<file path="config.mk">
export PLATFORM = sky130hd
export DESIGN_NAME = bridge_tuning_control_upper
export DESIGN_NICKNAME = d
export VERILOG_FILES = /design/src/rtl/tuning_pkg.sv /design/src/rtl/bridge_tuning_control_upper.sv /design/src/rtl/sync_two_ff.sv
export SDC_FILE = /design/constraint.sdc
export NUM_CORES = 1
export LEC_CHECK = 0
export BUFFER_PORTS_ARGS = -buffer_cell sky130_fd_sc_hd__buf_2
export CORE_MARGIN = 4
export CORE_UTILIZATION = 48
export CTS_BUF_LIST = sky130_fd_sc_hd__clkbuf_2 sky130_fd_sc_hd__clkbuf_4 sky130_fd_sc_hd__clkbuf_8
export CTS_CLUSTER_DIAMETER = 80
export DETAILED_ROUTE_END_ITERATION = 6
export PLACE_DENSITY = 0.78
export SETUP_SLACK_MARGIN = 0.5
export SLEW_MARGIN = 15
export SYNTH_ARGS = -nofsm -noshare
export SYNTH_HDL_FRONTEND = slang
export SYNTH_SLANG_ARGS = --single-unit
</file>
<file path="constraint.sdc">
create_clock -name sys_clk -period 5.63 [get_ports sys_clk]
set_input_delay 1.689 -clock sys_clk [delete_from_list [all_inputs] [get_ports sys_clk]]
set_output_delay 1.689 -clock sys_clk [all_outputs]
set_load 0.005 [all_outputs]
</file>
<file path="src/rtl/tuning_pkg.sv">
package tuning_pkg;

  // ----------------------------------------------------------------
  // Register location and field layout
  // ----------------------------------------------------------------
  localparam logic [7:0] TUNING_OFFSET      = 8'h40;
  localparam int         FC_PACE_BIT        = 15;
  localparam int         RETRY_FLAG_BIT     = 16;
  localparam int         RETRY_LIM_LO       = 17;
  localparam int         DISCARD_DIS_BIT    = 19;
  localparam int         DISCARD_SHORT_BIT  = 20;
  localparam int         CFG_RETRY_LO       = 21;
  localparam int         DT_ORDER_BIT       = 23;
  localparam int         CPL_TO_LO          = 24;
  localparam int         ISO_EN_BIT         = 26;
  localparam int         ISO_TC_LO          = 27;
  localparam int         LOOPBACK_BIT       = 30;
  localparam int         LOCKOUT_BIT        = 31;
  localparam int         BRCTL_FWD_TIME_BIT = 24;
  localparam int         BRCTL_REV_TIME_BIT = 25;
  localparam int         BRCTL_DISCARD_BIT  = 27;

  // ----------------------------------------------------------------
  // Reset values
  // ----------------------------------------------------------------
  localparam logic [1:0] RETRY_LIM_RST = 2'h0;
  localparam logic [1:0] CFG_RETRY_RST = 2'h1;
  localparam logic [1:0] CPL_TO_RST    = 2'h1;
  localparam logic [2:0] ISO_TC_RST    = 3'h1;
  localparam logic [2:0] TC_ZERO       = 3'h0;

  // ----------------------------------------------------------------
  // Timing: figures and cycle counts at 100 MHz
  // ----------------------------------------------------------------
  localparam int CLK_MHZ       = 100;
  localparam int CFG_T0_US     = 25;
  localparam int CFG_T1_US     = 500;
  localparam int CFG_T2_US     = 5000;
  localparam int CFG_T3_US     = 25000;
  localparam int CPL_T0_US     = 50;
  localparam int CPL_T1_US     = 1000;
  localparam int CPL_T2_US     = 10000;
  localparam int CPL_T3_US     = 50000;
  localparam int SHORT_DISCARD = 64;
  localparam int LONG_DISCARD  = 32768;
  localparam int STD_DISCARD   = 1024;
  localparam logic [31:0] RETRY_LIM1 = 32'h0000_0100;
  localparam logic [31:0] RETRY_LIM2 = 32'h0001_0000;
  localparam logic [31:0] RETRY_LIM3 = 32'h8000_0000;

  // ----------------------------------------------------------------
  // Carriers
  // ----------------------------------------------------------------
  typedef struct packed {
    logic        valid;
    logic        write;
    logic        from_primary;
    logic [7:0]  addr;
    logic [3:0]  be;
    logic [31:0] wdata;
  } cfg_req_s;

  typedef struct packed {
    logic        valid;
    logic        lockout_refused;
    logic [31:0] rdata;
  } cfg_rsp_s;

endpackage

</file>
<file path="src/rtl/bridge_tuning_control_upper.sv">
// What this block does
// - Bit 15 picks credit update pacing
// - Bit 16 sticky retry expiry, writing one clears
// - Bits 18:17 select retry expiry limit
// - Bit 19 or bridge bit 27 disables discard timer
// - Bit 20 forces 64-clock discard time
// - Otherwise bridge bit 24/25 picks time
// - Bits 22:21 pick config retry timeout
// - Bit 23 forces in-order delayed transactions
// - Bits 25:24 pick completion timeout
// - Bit 26 maps upstream memory to programmed class
// - Bits 29:27 programmable class, reset one
// - Bit 30 loopback only with strap pattern
// - Bit 30 writable only in reverse mode
// - Bit 31 locks out primary config access
`timescale 1ns/1ps
`default_nettype none
module bridge_tuning_control_upper
  import tuning_pkg::*;
(
  input  wire logic                sys_clk,
  input  wire logic                nrst,
  input  wire tuning_pkg::cfg_req_s cfg_req,
  output tuning_pkg::cfg_rsp_s     cfg_rsp,
  input  wire logic [31:0]         bridge_ctrl,
  input  wire logic                test_strap_zero,
  input  wire logic                test_strap_one,
  input  wire logic                test_strap_two,
  input  wire logic                mask_input_strap,
  input  wire logic                direction_select_strap,
  input  wire logic                retry_seen,
  input  wire logic                txn_start,
  output logic                     retry_expired,
  output logic                     fc_update_each_credit,
  output logic                     discard_timer_enable,
  output logic [15:0]              discard_clocks,
  output logic [31:0]              cfg_retry_cycles,
  output logic [31:0]              cpl_timeout_cycles,
  output logic                     dt_in_order,
  output logic [2:0]               upstream_tc,
  output logic                     loopback_active,
  output logic                     primary_lockout
);
  import tuning_pkg::*;

  // ----------------------------------------------------------------
  // Strap synchronisers
  // ----------------------------------------------------------------
  logic [4:0] strap_raw;
  logic [4:0] strap;
  assign strap_raw = {direction_select_strap, mask_input_strap, test_strap_two,
                      test_strap_one, test_strap_zero};

  genvar gi;
  generate
    for (gi = 0; gi < 5; gi++) begin : g_sync
      sync_two_ff i_sync_two_ff (
        .sys_clk (sys_clk),
        .nrst    (nrst),
        .din     (strap_raw[gi]),
        .dout    (strap[gi])
      );
    end
  endgenerate

  logic reverse_mode;
  assign reverse_mode = strap[4];

  // ----------------------------------------------------------------
  // Register fields
  // ----------------------------------------------------------------
  logic       fc_pace;
  logic       retry_flag;
  logic [1:0] retry_lim;
  logic       discard_dis;
  logic       discard_short;
  logic [1:0] cfg_retry_sel;
  logic       dt_order;
  logic [1:0] cpl_to_sel;
  logic       iso_en;
  logic [2:0] iso_tc;
  logic       loopback;
  logic       lockout;
  logic       strap_loaded;
  logic       retry_hit;

  logic cfg_hit;
  logic pri_blocked;
  logic wr_hit;
  logic rd_hit;
  assign cfg_hit     = cfg_req.valid && cfg_req.addr == TUNING_OFFSET;
  assign pri_blocked = lockout && cfg_req.from_primary;
  // A refused primary write leaves every field untouched
  assign wr_hit      = cfg_hit && cfg_req.write && !pri_blocked;
  assign rd_hit      = cfg_hit && !cfg_req.write;

  // Bits 14:0 live in another block; zero here so reads can be merged
  logic [31:0] reg_value;
  always_comb begin
    reg_value                      = 32'h0000_0000;
    reg_value[FC_PACE_BIT]         = fc_pace;
    reg_value[RETRY_FLAG_BIT]      = retry_flag;
    reg_value[RETRY_LIM_LO +: 2]   = retry_lim;
    reg_value[DISCARD_DIS_BIT]     = discard_dis;
    reg_value[DISCARD_SHORT_BIT]   = discard_short;
    reg_value[CFG_RETRY_LO +: 2]   = cfg_retry_sel;
    reg_value[DT_ORDER_BIT]        = dt_order;
    reg_value[CPL_TO_LO +: 2]      = cpl_to_sel;
    reg_value[ISO_EN_BIT]          = iso_en;
    reg_value[ISO_TC_LO +: 3]      = iso_tc;
    reg_value[LOOPBACK_BIT]        = loopback;
    reg_value[LOCKOUT_BIT]         = lockout;
  end

  // ----------------------------------------------------------------
  // Plain read/write fields, byte lanes 1 to 3
  // ----------------------------------------------------------------
  always_ff @(posedge sys_clk) begin
    if (!nrst) begin
      fc_pace       <= 1'b0;
      retry_lim     <= RETRY_LIM_RST;
      discard_dis   <= 1'b0;
      discard_short <= 1'b0;
      cfg_retry_sel <= CFG_RETRY_RST;
      dt_order      <= 1'b0;
      cpl_to_sel    <= CPL_TO_RST;
      iso_en        <= 1'b0;
      iso_tc        <= ISO_TC_RST;
    end else if (wr_hit) begin
      if (cfg_req.be[1]) fc_pace <= cfg_req.wdata[FC_PACE_BIT];
      if (cfg_req.be[2]) begin
        retry_lim     <= cfg_req.wdata[RETRY_LIM_LO +: 2];
        discard_dis   <= cfg_req.wdata[DISCARD_DIS_BIT];
        discard_short <= cfg_req.wdata[DISCARD_SHORT_BIT];
        cfg_retry_sel <= cfg_req.wdata[CFG_RETRY_LO +: 2];
        dt_order      <= cfg_req.wdata[DT_ORDER_BIT];
      end
      if (cfg_req.be[3]) begin
        cpl_to_sel <= cfg_req.wdata[CPL_TO_LO +: 2];
        iso_en     <= cfg_req.wdata[ISO_EN_BIT];
        iso_tc     <= cfg_req.wdata[ISO_TC_LO +: 3];
      end
    end
  end

  // ----------------------------------------------------------------
  // Loopback: reverse mode only
  // ----------------------------------------------------------------
  always_ff @(posedge sys_clk) begin
    if (!nrst) begin
      loopback <= 1'b0;
    end else if (wr_hit && cfg_req.be[3] && reverse_mode) begin
      loopback <= cfg_req.wdata[LOOPBACK_BIT];
    end
  end

  // ----------------------------------------------------------------
  // Lockout, loaded from strap once synchronisers settle
  // ----------------------------------------------------------------
  // The lockout strap is taken once; later strap moves leave lockout alone
  logic [1:0] settle;
  always_ff @(posedge sys_clk) begin
    if (!nrst) begin
      settle       <= 2'h0;
      strap_loaded <= 1'b0;
      lockout      <= 1'b0;
    end else if (!strap_loaded) begin
      settle <= settle + 2'h1;
      if (settle == 2'h2) begin
        strap_loaded <= 1'b1;
        lockout      <= strap[0];
      end
    end else if (wr_hit && cfg_req.be[3]) begin
      lockout <= cfg_req.wdata[LOCKOUT_BIT];
    end
  end

  // ----------------------------------------------------------------
  // Retry counting and one-cycle expiry pulse
  // ----------------------------------------------------------------
  logic [31:0] retry_count;
  logic [31:0] retry_limit_val;
  always_comb begin
    unique case (retry_lim)
      2'h0: retry_limit_val = 32'h0000_0000;
      2'h1: retry_limit_val = RETRY_LIM1;
      2'h2: retry_limit_val = RETRY_LIM2;
      2'h3: retry_limit_val = RETRY_LIM3;
    endcase
  end

  // Limit 00 never matches, so the count only saturates
  logic [31:0] next_retry_count;
  assign next_retry_count = retry_count + 32'h1;
  assign retry_hit = retry_seen && !txn_start && retry_lim != 2'h0
                     && next_retry_count >= retry_limit_val;

  always_ff @(posedge sys_clk) begin
    if (!nrst) begin
      retry_count <= 32'h0;
    end else if (txn_start) begin
      retry_count <= 32'h0;
    end else if (retry_hit) begin
      retry_count <= 32'h0;
    end else if (retry_seen && retry_count != 32'hFFFF_FFFF) begin
      retry_count <= next_retry_count;
    end
  end

  always_ff @(posedge sys_clk) begin
    if (!nrst) begin
      retry_expired <= 1'b0;
    end else begin
      retry_expired <= retry_hit;
    end
  end

  // ----------------------------------------------------------------
  // Sticky expiry flag
  // ----------------------------------------------------------------
  logic flag_clear;
  assign flag_clear = wr_hit && cfg_req.be[2] && cfg_req.wdata[RETRY_FLAG_BIT];

  // Set wins over a same-cycle clear so no expiry is lost
  always_ff @(posedge sys_clk) begin
    if (!nrst) begin
      retry_flag <= 1'b0;
    end else if (retry_hit) begin
      retry_flag <= 1'b1;
    end else if (flag_clear) begin
      retry_flag <= 1'b0;
    end
  end

  // ----------------------------------------------------------------
  // Config response, one cycle after the request
  // ----------------------------------------------------------------
  always_ff @(posedge sys_clk) begin
    if (!nrst) begin
      cfg_rsp <= '0;
    end else begin
      cfg_rsp.valid           <= cfg_hit;
      cfg_rsp.lockout_refused <= cfg_hit && pri_blocked;
      cfg_rsp.rdata           <= (rd_hit && !pri_blocked) ? reg_value : 32'h0000_0000;
    end
  end

  // ----------------------------------------------------------------
  // Decoded controls
  // ----------------------------------------------------------------
  logic [31:0] cfg_cycles;
  logic [31:0] cpl_cycles;
  always_comb begin
    unique case (cfg_retry_sel)
      2'h0: cfg_cycles = 32'(CFG_T0_US * CLK_MHZ);
      2'h1: cfg_cycles = 32'(CFG_T1_US * CLK_MHZ);
      2'h2: cfg_cycles = 32'(CFG_T2_US * CLK_MHZ);
      2'h3: cfg_cycles = 32'(CFG_T3_US * CLK_MHZ);
    endcase
    unique case (cpl_to_sel)
      2'h0: cpl_cycles = 32'(CPL_T0_US * CLK_MHZ);
      2'h1: cpl_cycles = 32'(CPL_T1_US * CLK_MHZ);
      2'h2: cpl_cycles = 32'(CPL_T2_US * CLK_MHZ);
      2'h3: cpl_cycles = 32'(CPL_T3_US * CLK_MHZ);
    endcase
  end

  // Which bridge control bit counts depends on the bridge direction
  logic long_discard;
  assign long_discard = reverse_mode ? bridge_ctrl[BRCTL_REV_TIME_BIT]
                                     : bridge_ctrl[BRCTL_FWD_TIME_BIT];

  // Loopback needs the whole strap pattern, not the mode strap alone
  logic strap_pattern;
  assign strap_pattern = !strap[0] && strap[1] && strap[2] && strap[3] && strap[4];

  // Every output registered to keep timing clean toward the bridge core
  always_ff @(posedge sys_clk) begin
    if (!nrst) begin
      fc_update_each_credit <= 1'b0;
      discard_timer_enable  <= 1'b1;
      discard_clocks        <= 16'(STD_DISCARD);
      cfg_retry_cycles      <= 32'(CFG_T1_US * CLK_MHZ);
      cpl_timeout_cycles    <= 32'(CPL_T1_US * CLK_MHZ);
      dt_in_order           <= 1'b0;
      upstream_tc           <= TC_ZERO;
      loopback_active       <= 1'b0;
      primary_lockout       <= 1'b0;
    end else begin
      fc_update_each_credit <= fc_pace;
      discard_timer_enable  <= !discard_dis && !bridge_ctrl[BRCTL_DISCARD_BIT];
      discard_clocks        <= discard_short ? 16'(SHORT_DISCARD)
                             : (long_discard ? 16'(LONG_DISCARD) : 16'(STD_DISCARD));
      cfg_retry_cycles      <= cfg_cycles;
      cpl_timeout_cycles    <= cpl_cycles;
      dt_in_order           <= dt_order;
      upstream_tc           <= iso_en ? iso_tc : TC_ZERO;
      loopback_active       <= loopback && strap_pattern;
      primary_lockout       <= lockout;
    end
  end

endmodule
`default_nettype wire

</file>
<file path="src/rtl/sync_two_ff.sv">
`timescale 1ns/1ps
`default_nettype none
module sync_two_ff (
  input  wire logic sys_clk,
  input  wire logic nrst,
  input  wire logic din,
  output logic      dout
);
  logic stage_one;

  // Only the second stage is read downstream
  always_ff @(posedge sys_clk) begin
    if (!nrst) begin
      stage_one <= 1'b0;
      dout      <= 1'b0;
    end else begin
      stage_one <= din;
      dout      <= stage_one;
    end
  end
endmodule
`default_nettype wire

</file>
=== Yosys cells after proc, flatten, opt, wreduce, memory -nomap -nowiden ===
Index checks and enable logic that the tools add are counted.

* Flip-flop bits (word level): 185
* Output and inout port bits: 123
* Logic and storage cells: 111

* Add/subtract/negate cells: 2
* $lt $le $gt $ge: 1
* Eq/ne operators: 13
* Mux-type cells: 13
* Bitwise gates (word level): 1
* Reductions and logical operators: 41

{| class="wikitable"
|+ Operators with widths
! cell !! number
|-
| one-hot mux 32 bit (4 select lines) || 3
|-
| adder 32 x 1 -> 32 bit, second input constant || 1
|-
| >= comparator 32 bit || 1
|-
| inequality test 32 bit, second input constant || 1
|-
| logical AND 1 bit || 21
|-
| two-way mux 16 bit || 1
|-
| == test 2 bit, second input constant || 7
|-
| AND reduction 2 bit || 6
|-
| two-way mux 11 bit || 1
|-
| == test 8 x 7 -> 1 bit, second input constant || 1
|-
| two-way mux 1 bit || 8
|-
| == test 2 x 1 -> 1 bit, second input constant || 3
|-
| zero test 1 bit || 6
|-
| zero test 2 bit || 3
|-
| nonzero test 2 bit || 3
|-
| OR reduction 3 bit || 1
|-
| adder 2 x 1 -> 2 bit, second input constant || 1
|-
| inequality test 2 x 1 -> 1 bit, second input constant || 1
|-
| OR reduction 2 bit || 1
|-
| inverter 1 bit || 1
|}

=== Depth between registers and ports, before layout ===
Gate-level depths: netlist (run 1).

* Word-level depth: 8
* Gate-level depth with buffers: 14
* Gate-level depth less buffers: 11

=== By module ===
From an unflattened synthesis (run 1), not the netlist that was laid out.

* Cells, all modules: 650
* Area total of the unflattened synthesis: 5640.4 sq um

{| class="wikitable"
|+ By module, submodules not included
! module !! times used !! cells each !! area each (sq um) !! seq. area each (sq um)
|-
| bridge_tuning_control_upper || 1 || 630 || 5377.7 || 1981.9
|-
| sync_two_ff || 5 || 4 || 52.6 || 40.0
|}

=== Worst setup path after synthesis (run 1) ===
Ideal clock, no wire load.

* Path kind: input port to flip-flop
* Start point: input port cfg_req[38] (netlist name)
* End point: register cfg_retry_sel[0]
* Setup time: 0.126 ns
* Arrival: 3.110 ns
* Slack: 2.394 ns
* Stages on the path: 8
* Cell sequence: nor4_1 nand3_1 nor4_1 and3_1 clkbuf_1 nand2_1 mux2i_1 nand2_1

* Longest elaborated chain between the ends: 5

{| class="wikitable"
|+ RTL lines
! what !! line !! RTL
|-
| start: declaration || bridge_tuning_control_upper.sv:23 || <nowiki>input wire tuning_pkg::cfg_req_s cfg_req,</nowiki>
|-
| == test 8 x 7 -> 1 bit || bridge_tuning_control_upper.sv:91 || <nowiki>assign cfg_hit = cfg_req.valid && cfg_req.addr == TUNING_OFFSET;</nowiki>
|-
| logical AND 1 bit || bridge_tuning_control_upper.sv:91 ||
|-
| logical AND 1 bit (2 in series) || bridge_tuning_control_upper.sv:94 || <nowiki>assign wr_hit = cfg_hit && cfg_req.write && !pri_blocked;</nowiki>
|-
| AND reduction 2 bit (no line) || n/a ||
|-
| end signal: assignment || bridge_tuning_control_upper.sv:135 || <nowiki>cfg_retry_sel <= cfg_req.wdata[CFG_RETRY_LO +: 2];</nowiki>
|-
| end: declaration || bridge_tuning_control_upper.sv:77 || <nowiki>logic [1:0] cfg_retry_sel;</nowiki>
|}

No other way between the ends.
A chain may end at the register's enable or synchronous reset.

=== Final worst setup path (run 1) ===
* Start point: register retry_count[0]
* End point: register retry_count[20]

* Longest elaborated chain between the ends: 4

{| class="wikitable"
|+ RTL lines
! what !! line !! RTL
|-
| start: declaration || bridge_tuning_control_upper.sv:181 || <nowiki>logic [31:0] retry_count;</nowiki>
|-
| start signal: assignment || bridge_tuning_control_upper.sv:206 || <nowiki>retry_count <= next_retry_count;</nowiki>
|-
| adder 32 x 1 -> 32 bit || bridge_tuning_control_upper.sv:194 || <nowiki>assign next_retry_count = retry_count + 32'h1;</nowiki>
|-
| via next_retry_count[16] || bridge_tuning_control_upper.sv:193 || <nowiki>logic [31:0] next_retry_count;</nowiki>
|-
| >= comparator 32 bit || bridge_tuning_control_upper.sv:196 || <nowiki>&& next_retry_count >= retry_limit_val;</nowiki>
|-
| logical AND 1 bit || bridge_tuning_control_upper.sv:196 ||
|-
| OR reduction 3 bit (no line) || n/a ||
|}

The timed path passes the listed nets, and every way through them passes these cells.

==> impl_metrics.tcl, run 1 <==
set metrics [dict create \
    ys.flop_type "dfxtp_1" \
    worstPathRequired_ns 5.88 \
    path_cells "ha_1 -> nand3_1 -> nor4_2 -> nand4_1 -> xnor2_1 -> ha_1 -> nor2_1 -> a31oi_4 -> buf_4 -> nor4_1" \
    hold_viol 0 \
    cts_max_level 3 \
    grtUsageTotal 0.167 \
    synth_warnings 0 \
    n_fill_cell 1037 \
    gp_congestion 0.948 \
    nNetsFinal 753 \
    syn-cell-area_mm2 0.00559 \
    initial_core_util 0.490 \
    cp.arrival_ns 3.99 \
    antenna_found_initial 0 \
    vias_per_cell 5.14 \
    worst_slew_pin_slew_ns 1.12 \
    yosysUniqueCellTypes 57 \
    drive_gt1_frac 0.265 \
    min_path_type "flop to flop" \
    critPathKind "flop to flop" \
    async_reset_ff_frac 0 \
    crit_slowest_cell "a31oi_4" \
    hold_buffers 0 \
    synthToLayoutAreaGrowth_pct 6.20 \
    worst_slack_ns 1.89 \
    reg2reg_slack_ns 1.89 \
    fin_tns_setup_ns 0 \
    hpwl_um 8530 \
    portBuffers 103 \
    final_common_cell "dfxtp_1" \
    die-area_mm2 0.0134 \
    grt_pass1_wl_um 18000 \
    fmax_mhz 267 \
    synth.top_cell.area_share 0.390 \
    fin_skew_ns 0.00753 \
    post_cts_resized 0 \
    die_h_um 116 \
    status "completed" \
    cts.reportedPaths.clkPinSlew_ns 0.10 \
    slowest_delay_ns 0.91 \
    path_delay_family "simple AND/OR/NAND/NOR gates" \
    route.detailed.drc 0 \
    cp-start-kind "flop" \
    cts_tree "yes" \
    postCtsSetupRepairBufs 0 \
    rsz0062_at_grt "no" \
    final_cell_mix "dfxtp_1, buf_2, conb_1, and2_1, nor2_1" \
    power_density_mw_per_mm2 223 \
    grt_max_degree 38 \
    rows 39 \
    ir_drop_mv 0.175 \
    first_global_vias 3769 \
    cts_sinks 109 \
    syn_area_per_cell_um2 9.54 \
    syn-instance-count 586 \
    io_pins 211 \
    cts_inserted_buffers 9 \
    final_util 0.520 \
    clock_latency_ns 0.38 \
    clk_path_buf_depth 2 \
    antennaDiodeCount 0 \
    cap_viol_max_count 0 \
    slew_viol_final 0 \
    drt_iter0_drc 329 \
    p_leak_nw 2.54 \
    synth_edf_count 0 \
    fin_crit_ns 3.74 \
    ant_nets 0 \
    grt_overflow 0 \
    synth.area.top_cells "dfxtp_1, buf_4, nor4_2" \
    yosys.area.top_type "dfxtp_1" \
    drt_wl_total_um 11600 \
    wl_per_cell_um 14.5 \
    dr.pass1.iters 4 \
    clock-root-buffer "clkbuf_8" \
    die_width_um 116 \
    crit_buf_inv 1 \
    crit_path_max_fanout 26 \
    cp_common_cell "ha_1" \
    ys_seq_area_frac 0.390 \
    relSlewSlack 0.250 \
    core-area_mm2 0.0114 \
    setup_viol 0 \
    route.vias.total 4106 \
    pre_cts_ws_ns 1.86 \
    period_share 0.665 \
    critPathCaptureType "flop" \
    synth-seq-cells 109 \
]
path summary, 6_finish.rpt:
kind,from,to,depth (start not counted)
worst max-delay path,retry_count[0],retry_count[20],10
worst min-delay path,g_sync[1].i_sync_two_ff.dout,loopback_active,2
worst max register to register,retry_count[0],retry_count[20],10
worst min register to register,g_sync[1].i_sync_two_ff.dout,loopback_active,2
synthesized netlist by cell type (all sizes together) (2+ instances only):
master,number
and2,39
a21oi,4
inv,11
mux2i,16
nand2b,3
a31oi,5
clkbuf,20
nand2,32
xor2,22
nand4,15
a311oi,2
or3,3
nor4,40
nor2,35
or2,6
nor3,14
nand3,26
mux2,2
o211ai,2
a211oi,6
o31a,2
buf,93
nor2b,2
dfxtp,109
a31o,2
o21ai,5
nor3b,2
ha,14
and3,14
conb,2
xnor2,21
or4,2
and4,4
kinds of logic after synthesis:
family,after synthesis,synth area share
and+or+nand+nor,239,0.278
buffers and inverters,124,0.147
DFF,109,0.390
xor gates and xnor gates,43,0.0673
AOI/OAI and AO/OA,37,0.0521
muxes,18,0.0327
adders and majority gates,14,0.0313
other,2,0.00134
registers in the layout (all words and copies together), names as in the netlist, 2 cells and up:
signal	count
cpl_to_sel	2
g_sync.i_sync_two_ff.stage_one	5
iso_tc	3
cpl_timeout_cycles	8
retry_lim	2
cfg_retry_sel	2
cfg_retry_cycles	8
upstream_tc	3
discard_clocks	3
g_sync.i_sync_two_ff.dout	5
cfg_rsp	19
retry_count	32
settle	2
where the power goes:
part           switching [W]  total (W)  internal, W
registers          0.0000133   0.000802     0.000788
logic              0.0000510  0.0000843    0.0000332
clock network       0.000270   0.000439     0.000169
total               0.000334    0.00132     0.000991
layer usage:
layer | routed length (um) | GRT usage
met1 | 4620 | 0.198
met2 | 5690 | 0.288
met3 | 1040 | 0.0433
met4 | 235 | 0.0626
met5 | 0 | 0
worst register-to-register path: stages (launching register included):
cell     delay, ns
dfxtp_1       0.47
ha_1          0.29
nand3_1       0.18
nor4_2        0.67
nand4_1       0.24
xnor2_1       0.20
ha_1          0.17
nor2_1        0.07
a31oi_4       0.91
buf_4         0.35
nor4_1        0.07
cell type report:
cell class              count  area (um2)  share of cell area
flip-flops and latches    109        2180               0.367
clock inverters             6        45.0             0.00758
repair buffers            107         546              0.0918
multi-input cells         413        2820               0.474
inverters                  11        41.3             0.00695
well taps                 143         179              0.0301
clock buffers              10         131              0.0221
per-stage QoR:
step | hold WS [ns] | instance area (um2) | std cells | power (W)
after CTS | 0.442 | 5940 | 799 | 0.00133
after global routing | 0.466 | 5940 | 799 | 0.00138
after detailed placement | 0.421 | 5760 | 783 | 0.000903
after global placement | 0.419 | 5760 | 783 | 0.000898
after floorplan | 0.412 | 5820 | 646 | 0.000902
final | 0.440 | 5940 | 799 | 0.00132
Note: power is estimated with default switching activity, not from simulation.
==> run 2, diff against run 1 <==
--- a/config.mk
+++ b/config.mk
@@ -5,13 +5,14 @@
 export SDC_FILE = /design/constraint.sdc
 export NUM_CORES = 1
 export LEC_CHECK = 0
+export ABC_AREA = 1
 export BUFFER_PORTS_ARGS = -buffer_cell sky130_fd_sc_hd__buf_2
 export CORE_MARGIN = 4
-export CORE_UTILIZATION = 48
+export CORE_UTILIZATION = 46
 export CTS_BUF_LIST = sky130_fd_sc_hd__clkbuf_2 sky130_fd_sc_hd__clkbuf_4 sky130_fd_sc_hd__clkbuf_8
 export CTS_CLUSTER_DIAMETER = 80
 export DETAILED_ROUTE_END_ITERATION = 6
-export PLACE_DENSITY = 0.78
+export PLACE_DENSITY = 0.79
 export SETUP_SLACK_MARGIN = 0.5
 export SLEW_MARGIN = 15
 export SYNTH_ARGS = -nofsm -noshare
==> constraint.sdc (replaced) <==
create_clock -name sys_clk -period 3.2 [get_ports sys_clk]
set_input_delay 0.96 -clock sys_clk [delete_from_list [all_inputs] [get_ports sys_clk]]
set_output_delay 0.96 -clock sys_clk [all_outputs]
set_load 0.005 [all_outputs]
==> run 2 against run 1 <==
  * Clock skew up 0.0026 ns
  * Combinational power rose by 93%
  * Sequential cell count unchanged
  * Register-to-register slack worse by 1.3 ns
  * Total power is 86% higher
  * Maximum frequency grew 41%
  * Wire length increased by 10%
  * Final area grew 7.6%
  * Cell count up 27%
==> impl_metrics.tcl, run 2 <==
set metrics [dict create \
    ir_drop_mv 0.304 \
    synth.area.top_cells "dfxtp_1, nand2_1, buf_4" \
    clock_latency_ns 0.39 \
    die_h_um 118 \
    syn_area_per_cell_um2 7.19 \
    worstPathRequired_ns 3.49 \
    syn-instance-count 768 \
    period_share 0.827 \
    rr_worst_depth 17 \
    io_pins 211 \
    cap_viol_max_count 0 \
    cp.arrival_ns 2.94 \
    endpoint "retry_count[28]" \
    drt_wl_total_um 12700 \
    portBuffers 103 \
    reg2reg_slack_ns 0.55 \
    gp_congestion 0.955 \
    syn-cell-area_mm2 0.00552 \
    ys_seq_area_frac 0.395 \
    route.detailed.drc 0 \
    fin_cells 1018 \
    hpwl_um 9240 \
    antenna_found_initial 1 \
    power_density_mw_per_mm2 386 \
    grt_pass1_wl_um 20000 \
    grtUsageTotal 0.174 \
    cts_max_level 3 \
    drt_iter0_drc 264 \
    yosys.area.top_type "dfxtp_1" \
    cts_inserted_buffers 9 \
    fin_skew_ns 0.0101 \
    antennaDiodeCount 0 \
    ant_nets 0 \
    clock-root-buffer "clkbuf_8" \
    rows 39 \
    cts_sinks 109 \
    largestRegisters "retry_count (32), cfg_rsp (19)" \
    pre_cts_ws_ns 0.309 \
    core-area_mm2 0.0116 \
    async_reset_ff_frac 0 \
    largest_register "retry_count" \
    vias_per_cell 4.59 \
    clk_path_buf_depth 2 \
    critPathCaptureType "flop" \
    critPathKind "flop to flop" \
    dp.cells 990 \
    fin_tns_setup_ns 0 \
    grt_max_degree 35 \
    nNetsFinal 972 \
    worst_slack_ns 0.555 \
    synth-seq-cells 109 \
    drive_gt1_frac 0.264 \
    cts.reportedPaths.clkPinSlew_ns 0.12 \
    initial_core_util 0.477 \
    rr_endpoint "retry_count[28]" \
    final_common_cell "nand2_1" \
    status "completed" \
    synth_warnings 0 \
    hold-worst-slack_ns 0.424 \
    crit_path_max_fanout 8 \
    fin_crit_ns 2.65 \
    setup_viol 0 \
    p_leak_nw 3.05 \
    dr.pass1.iters 5 \
    hold_viol 0 \
    yosysUniqueCellTypes 32 \
    synthTopCellsByCount "nand2_1, dfxtp_1, nor2_1" \
    synthToLayoutAreaGrowth_pct 15.8 \
    grt_overflow 0 \
    synth.top_cell.area_share 0.395 \
    cp-start-kind "flop" \
    first_global_vias 4270 \
    crit_path_start "retry_count[10]" \
    r2r-start "retry_count[10]" \
    rsz0062_at_grt "no" \
    wl_per_cell_um 12.5 \
    slew_viol_final 0 \
    fmax_mhz 378 \
    die-area_mm2 0.0138 \
    ys.flop_type "dfxtp_1" \
    min_path_type "flop to flop" \
    route.vias.total 4672 \
    final_cell_mix "nand2_1, buf_2, nor2_1, inv_1, dfxtp_1" \
    synth_edf_count 0 \
    largest_reg_flops 32 \
    cts_tree "yes" \
    yosysMostFrequentCell "nand2_1" \
    die_width_um 118 \
]
## run 2: cell count changes in the layout (fill, tap and decap cells not counted), moves of 14 or more
| cell | before | now |
|---|---|---|
| a21oi_1 | 4 | 22 |
| and2_1 | 39 | 1 |
| and3_1 | 14 | 0 |
| dfxtp_1 | 109 | 89 |
| inv_1 | 11 | 98 |
| mux2i_1 | 16 | 1 |
| nand2_1 | 32 | 169 |
| nor2_1 | 35 | 100 |
| nor2_2 | 0 | 38 |
| nor4_2 | 31 | 0 |
| o21ai_0 | 4 | 19 |
| xnor2_1 | 21 | 3 |
## run 2: power by group
| group | switching (W) | total [W] | internal [W] |
|---|---|---|---|
| clock network | 0.000568 | 0.000903 | 0.000335 |
| registers | 0.0000188 | 0.00140 | 0.00138 |
| logic | 0.000102 | 0.000163 | 0.0000613 |
## run 2: logic make-up after synthesis
group,Yosys count,share of synthesized area
simple gates,378,0.301
buf+inv,192,0.187
flops,109,0.395
compound gates,57,0.0580
xor+xnor,15,0.0238
fa+ha+maj,14,0.0317
other cells,2,0.00136
mux,1,0.00181
## run 2: final cells by class
class | instances | area (um2)
Fill cell | 1025 | 5180
Multi-Input combinational cell | 527 | 2650
Sequential cell | 109 | 2230
Timing Repair Buffer | 123 | 741
Inverter | 100 | 375
Tap cell | 143 | 179
Clock buffer | 9 | 124
Clock inverter | 7 | 96.3
## run 2: critical path, stage by stage (launching register included)
cell and delay, ns:
dfxtp_2 0.39, nand2_1 0.11, nor2_2 0.12, nand2_2 0.09, nor2_4 0.12, nand4_1 0.16
xor2_2 0.22, ha_1 0.31, inv_1 0.05, nor2_2 0.11, nand2_2 0.10, nor2_4 0.13
nand3_2 0.08, nand3_2 0.11, nand2_4 0.07, nand2_8 0.14, clkbuf_16 0.19, nor2_2 0.04
## run 2: stage by stage
stage / utilization / instance area [um2] / power [W]
3_5_place_dp: 0.506 / 5860 / 0.00158
2_1_floorplan: - / 5740 / 0.00158
6_report: 0.552 / 6390 / 0.00246
5_1_grt: 0.552 / 6390 / 0.00256
3_3_place_gp: 0.506 / 5860 / 0.00157
4_1_cts: 0.530 / 6130 / 0.00248
## run 2: how the worst min path moves through the flow
stage / from / endpoint / depth (start not counted)
2_1_floorplan: g_sync[0].i_sync_two_ff.stage_one / g_sync[0].i_sync_two_ff.dout / 2
3_3_place_gp: g_sync[0].i_sync_two_ff.stage_one / g_sync[0].i_sync_two_ff.dout / 2
3_5_place_dp: g_sync[1].i_sync_two_ff.stage_one / g_sync[1].i_sync_two_ff.dout / 2
4_1_cts: g_sync[1].i_sync_two_ff.stage_one / g_sync[1].i_sync_two_ff.dout / 2
5_1_grt: g_sync[2].i_sync_two_ff.stage_one / g_sync[2].i_sync_two_ff.dout / 2
6_report: g_sync[1].i_sync_two_ff.stage_one / g_sync[1].i_sync_two_ff.dout / 2
## run 2: layer usage
metal	up-vias	track usage	share of wire
li1	2412	-	-
met1	2085	0.208	0.42
met2	146	0.294	0.48
met3	27	0.0557	0.070
met4	2	0.0645	0.022
met5	-	0	0.0010
## run 2: timing repair
item / CTS / global route
cloned: 1 / 2
endpoints found under the setup margin: 32 / 32
pin swaps: 1 / 18
hold buffers: 0 / 0
setup buffers: 1 / 8
gates resized for setup: 10 / 50
==> run 3, diff against run 2 <==
--- a/config.mk
+++ b/config.mk
@@ -8,7 +8,7 @@
 export ABC_AREA = 1
 export BUFFER_PORTS_ARGS = -buffer_cell sky130_fd_sc_hd__buf_2
 export CORE_MARGIN = 4
-export CORE_UTILIZATION = 46
+export CORE_UTILIZATION = 48
 export CTS_BUF_LIST = sky130_fd_sc_hd__clkbuf_2 sky130_fd_sc_hd__clkbuf_4 sky130_fd_sc_hd__clkbuf_8
 export CTS_CLUSTER_DIAMETER = 80
 export DETAILED_ROUTE_END_ITERATION = 6
==> constraint.sdc (replaced) <==
create_clock -name sys_clk -period 2.6 [get_ports sys_clk]
set_input_delay 0.78 -clock sys_clk [delete_from_list [all_inputs] [get_ports sys_clk]]
set_output_delay 0.78 -clock sys_clk [all_outputs]
set_load 0.005 [all_outputs]
==> run 3 against run 2 <==
  * Highest routed layer is now met4
  * First-iteration DRC count shrank 2.3%
  * Combinational power increased by 31%
  * Count of clock-buffer cells in the layout increased by 1
==> impl_metrics.tcl, run 3 (synthesis results as in run 2) <==
set metrics [dict create \
    status "completed" \
    final_util 0.602 \
    route.detailed.drc 0 \
    wl_per_cell_um 12.3 \
    r2r-start "retry_count[7]" \
    final_area_mm2 0.00664 \
    power_density_mw_per_mm2 444 \
    cap_viol_max_count 0 \
    largest_reg_flops 32 \
    io_pins 211 \
    hp-start "g_sync[3].i_sync_two_ff.dout" \
    core-area_mm2 0.0110 \
    fin_skew_ns 0.00898 \
    ant_nets 0 \
    first_global_vias 4445 \
    final_cell_mix "nand2_1, buf_2, nor2_1, inv_1, dfxtp_1" \
    critPathKind "flop to flop" \
    grt_overflow 0 \
    grtUsageTotal 0.193 \
    hold_viol 0 \
    largestRegisters "retry_count (32), cfg_rsp (19)" \
    rsz0062_at_grt "yes" \
    period_share 0.995 \
    dp.cells 1001 \
    cts_max_level 3 \
    final_common_cell "nand2_1" \
    worstPathRequired_ns 2.89 \
    cts_sinks 109 \
    drive_gt1_frac 0.293 \
    fin_cells 1049 \
    route.vias.total 4814 \
    nNetsFinal 1006 \
    p_leak_nw 3.21 \
    synthToLayoutAreaGrowth_pct 20.3 \
    crit_path_max_fanout 5 \
    grt_max_degree 35 \
    slew_viol_final 0 \
    fin_crit_ns 2.59 \
    drt_wl_total_um 12900 \
    initial_core_util 0.500 \
    cp-start-kind "flop" \
    cts_tree "yes" \
    largest_register "retry_count" \
    antennaDiodeCount 0 \
    n_fill_cell 969 \
    die-area_mm2 0.0133 \
    vias_per_cell 4.59 \
    die_width_um 115 \
    grt_pass1_wl_um 20500 \
    min_path_type "flop to flop" \
    rows 38 \
    critPathCaptureType "flop" \
    cts_inserted_buffers 9 \
    fmax_mhz 386 \
    crit_path_start "retry_count[7]" \
    cts.reportedPaths.clkPinSlew_ns 0.11 \
    dr.pass1.iters 5 \
    cp.arrival_ns 2.88 \
    drt_iter0_drc 258 \
    setup_viol 0 \
    die_h_um 115 \
    clk_path_buf_depth 2 \
    portBuffers 103 \
    hpwl_um 9190 \
    clock_latency_ns 0.39 \
    placed_cell_area_mm2 0.00605 \
    antenna_found_initial 0 \
    ir_drop_mv 0.397 \
    gp_congestion 0.882 \
    clock-root-buffer "clkbuf_8" \
]
[run 3: report_power, final]
group	total, W	switching (W)	internal [W]
registers	0.00172	0.0000210	0.00170
logic	0.000214	0.000126	0.0000877
clock network	0.00102	0.000628	0.000387
[run 3: worst paths after layout]
path / end / slack (ns) / cells past startpoint
max reg2reg: retry_count[1] / 0.01 / 18
max: retry_count[1] / 0.01 / 18
min reg2reg: loopback_active / 0.42 / 2
min: loopback_active / 0.42 / 2
[run 3: metal layers]
metal,global-route usage,up-vias,wire [um]
li1,-,2473,-
met1,0.232,2133,5110
met2,0.322,175,6230
met3,0.0663,33,1220
met4,0.0649,0,346
met5,0,-,0
[run 3: stage by stage]
step	worst slack (ns)	TNS, ns	hold WS (ns)	total power (W)
2_1_floorplan	0.324	0	0.390	0.00195
3_3_place_gp	0.0507	0	0.392	0.00194
3_5_place_dp	0.0325	0	0.402	0.00195
4_1_cts	0.0660	0	0.424	0.00297
5_1_grt	-0.149	-4.06	0.452	0.00310
6_report	0.0118	0	0.423	0.00295
[run 3: final cells by class]
class	count	area [um2]	area share
inverters	100	375	0.0566
repair buffers	157	1010	0.152
multi-input cells	527	2660	0.400
clock buffers	10	131	0.0198
clock inverters	6	68.8	0.0104
flip-flops and latches	109	2220	0.335
well taps	140	175	0.0264
[run 3: critical path: stages (launching register included)]
cell       delay, ns
dfxtp_2         0.39
nand2_4         0.07
nor2_4          0.13
nand2_2         0.09
nor2_4          0.13
nand4_1         0.16
xor2_1          0.20
ha_1            0.30
inv_1           0.05
nor2_2          0.08
nand2_1         0.08
nor2_2          0.12
nand3_1         0.10
nand3_2         0.09
nand2_2         0.07
nand2_4         0.12
buf_6           0.13
clkbuf_16       0.14
nor2_2          0.03
[run 3: repair_timing]
| item | CTS | global route |
|---|---|---|
| cloned | 1 | 1 |
| hold buffers | 0 | 0 |
| hold endpoints to repair | 0 | 0 |
| endpoints found under the setup margin | 34 | 34 |
| gates resized for setup | 13 | 23 |
| buffers inserted | 23 | 7 |
| pin swaps | 6 | 4 |
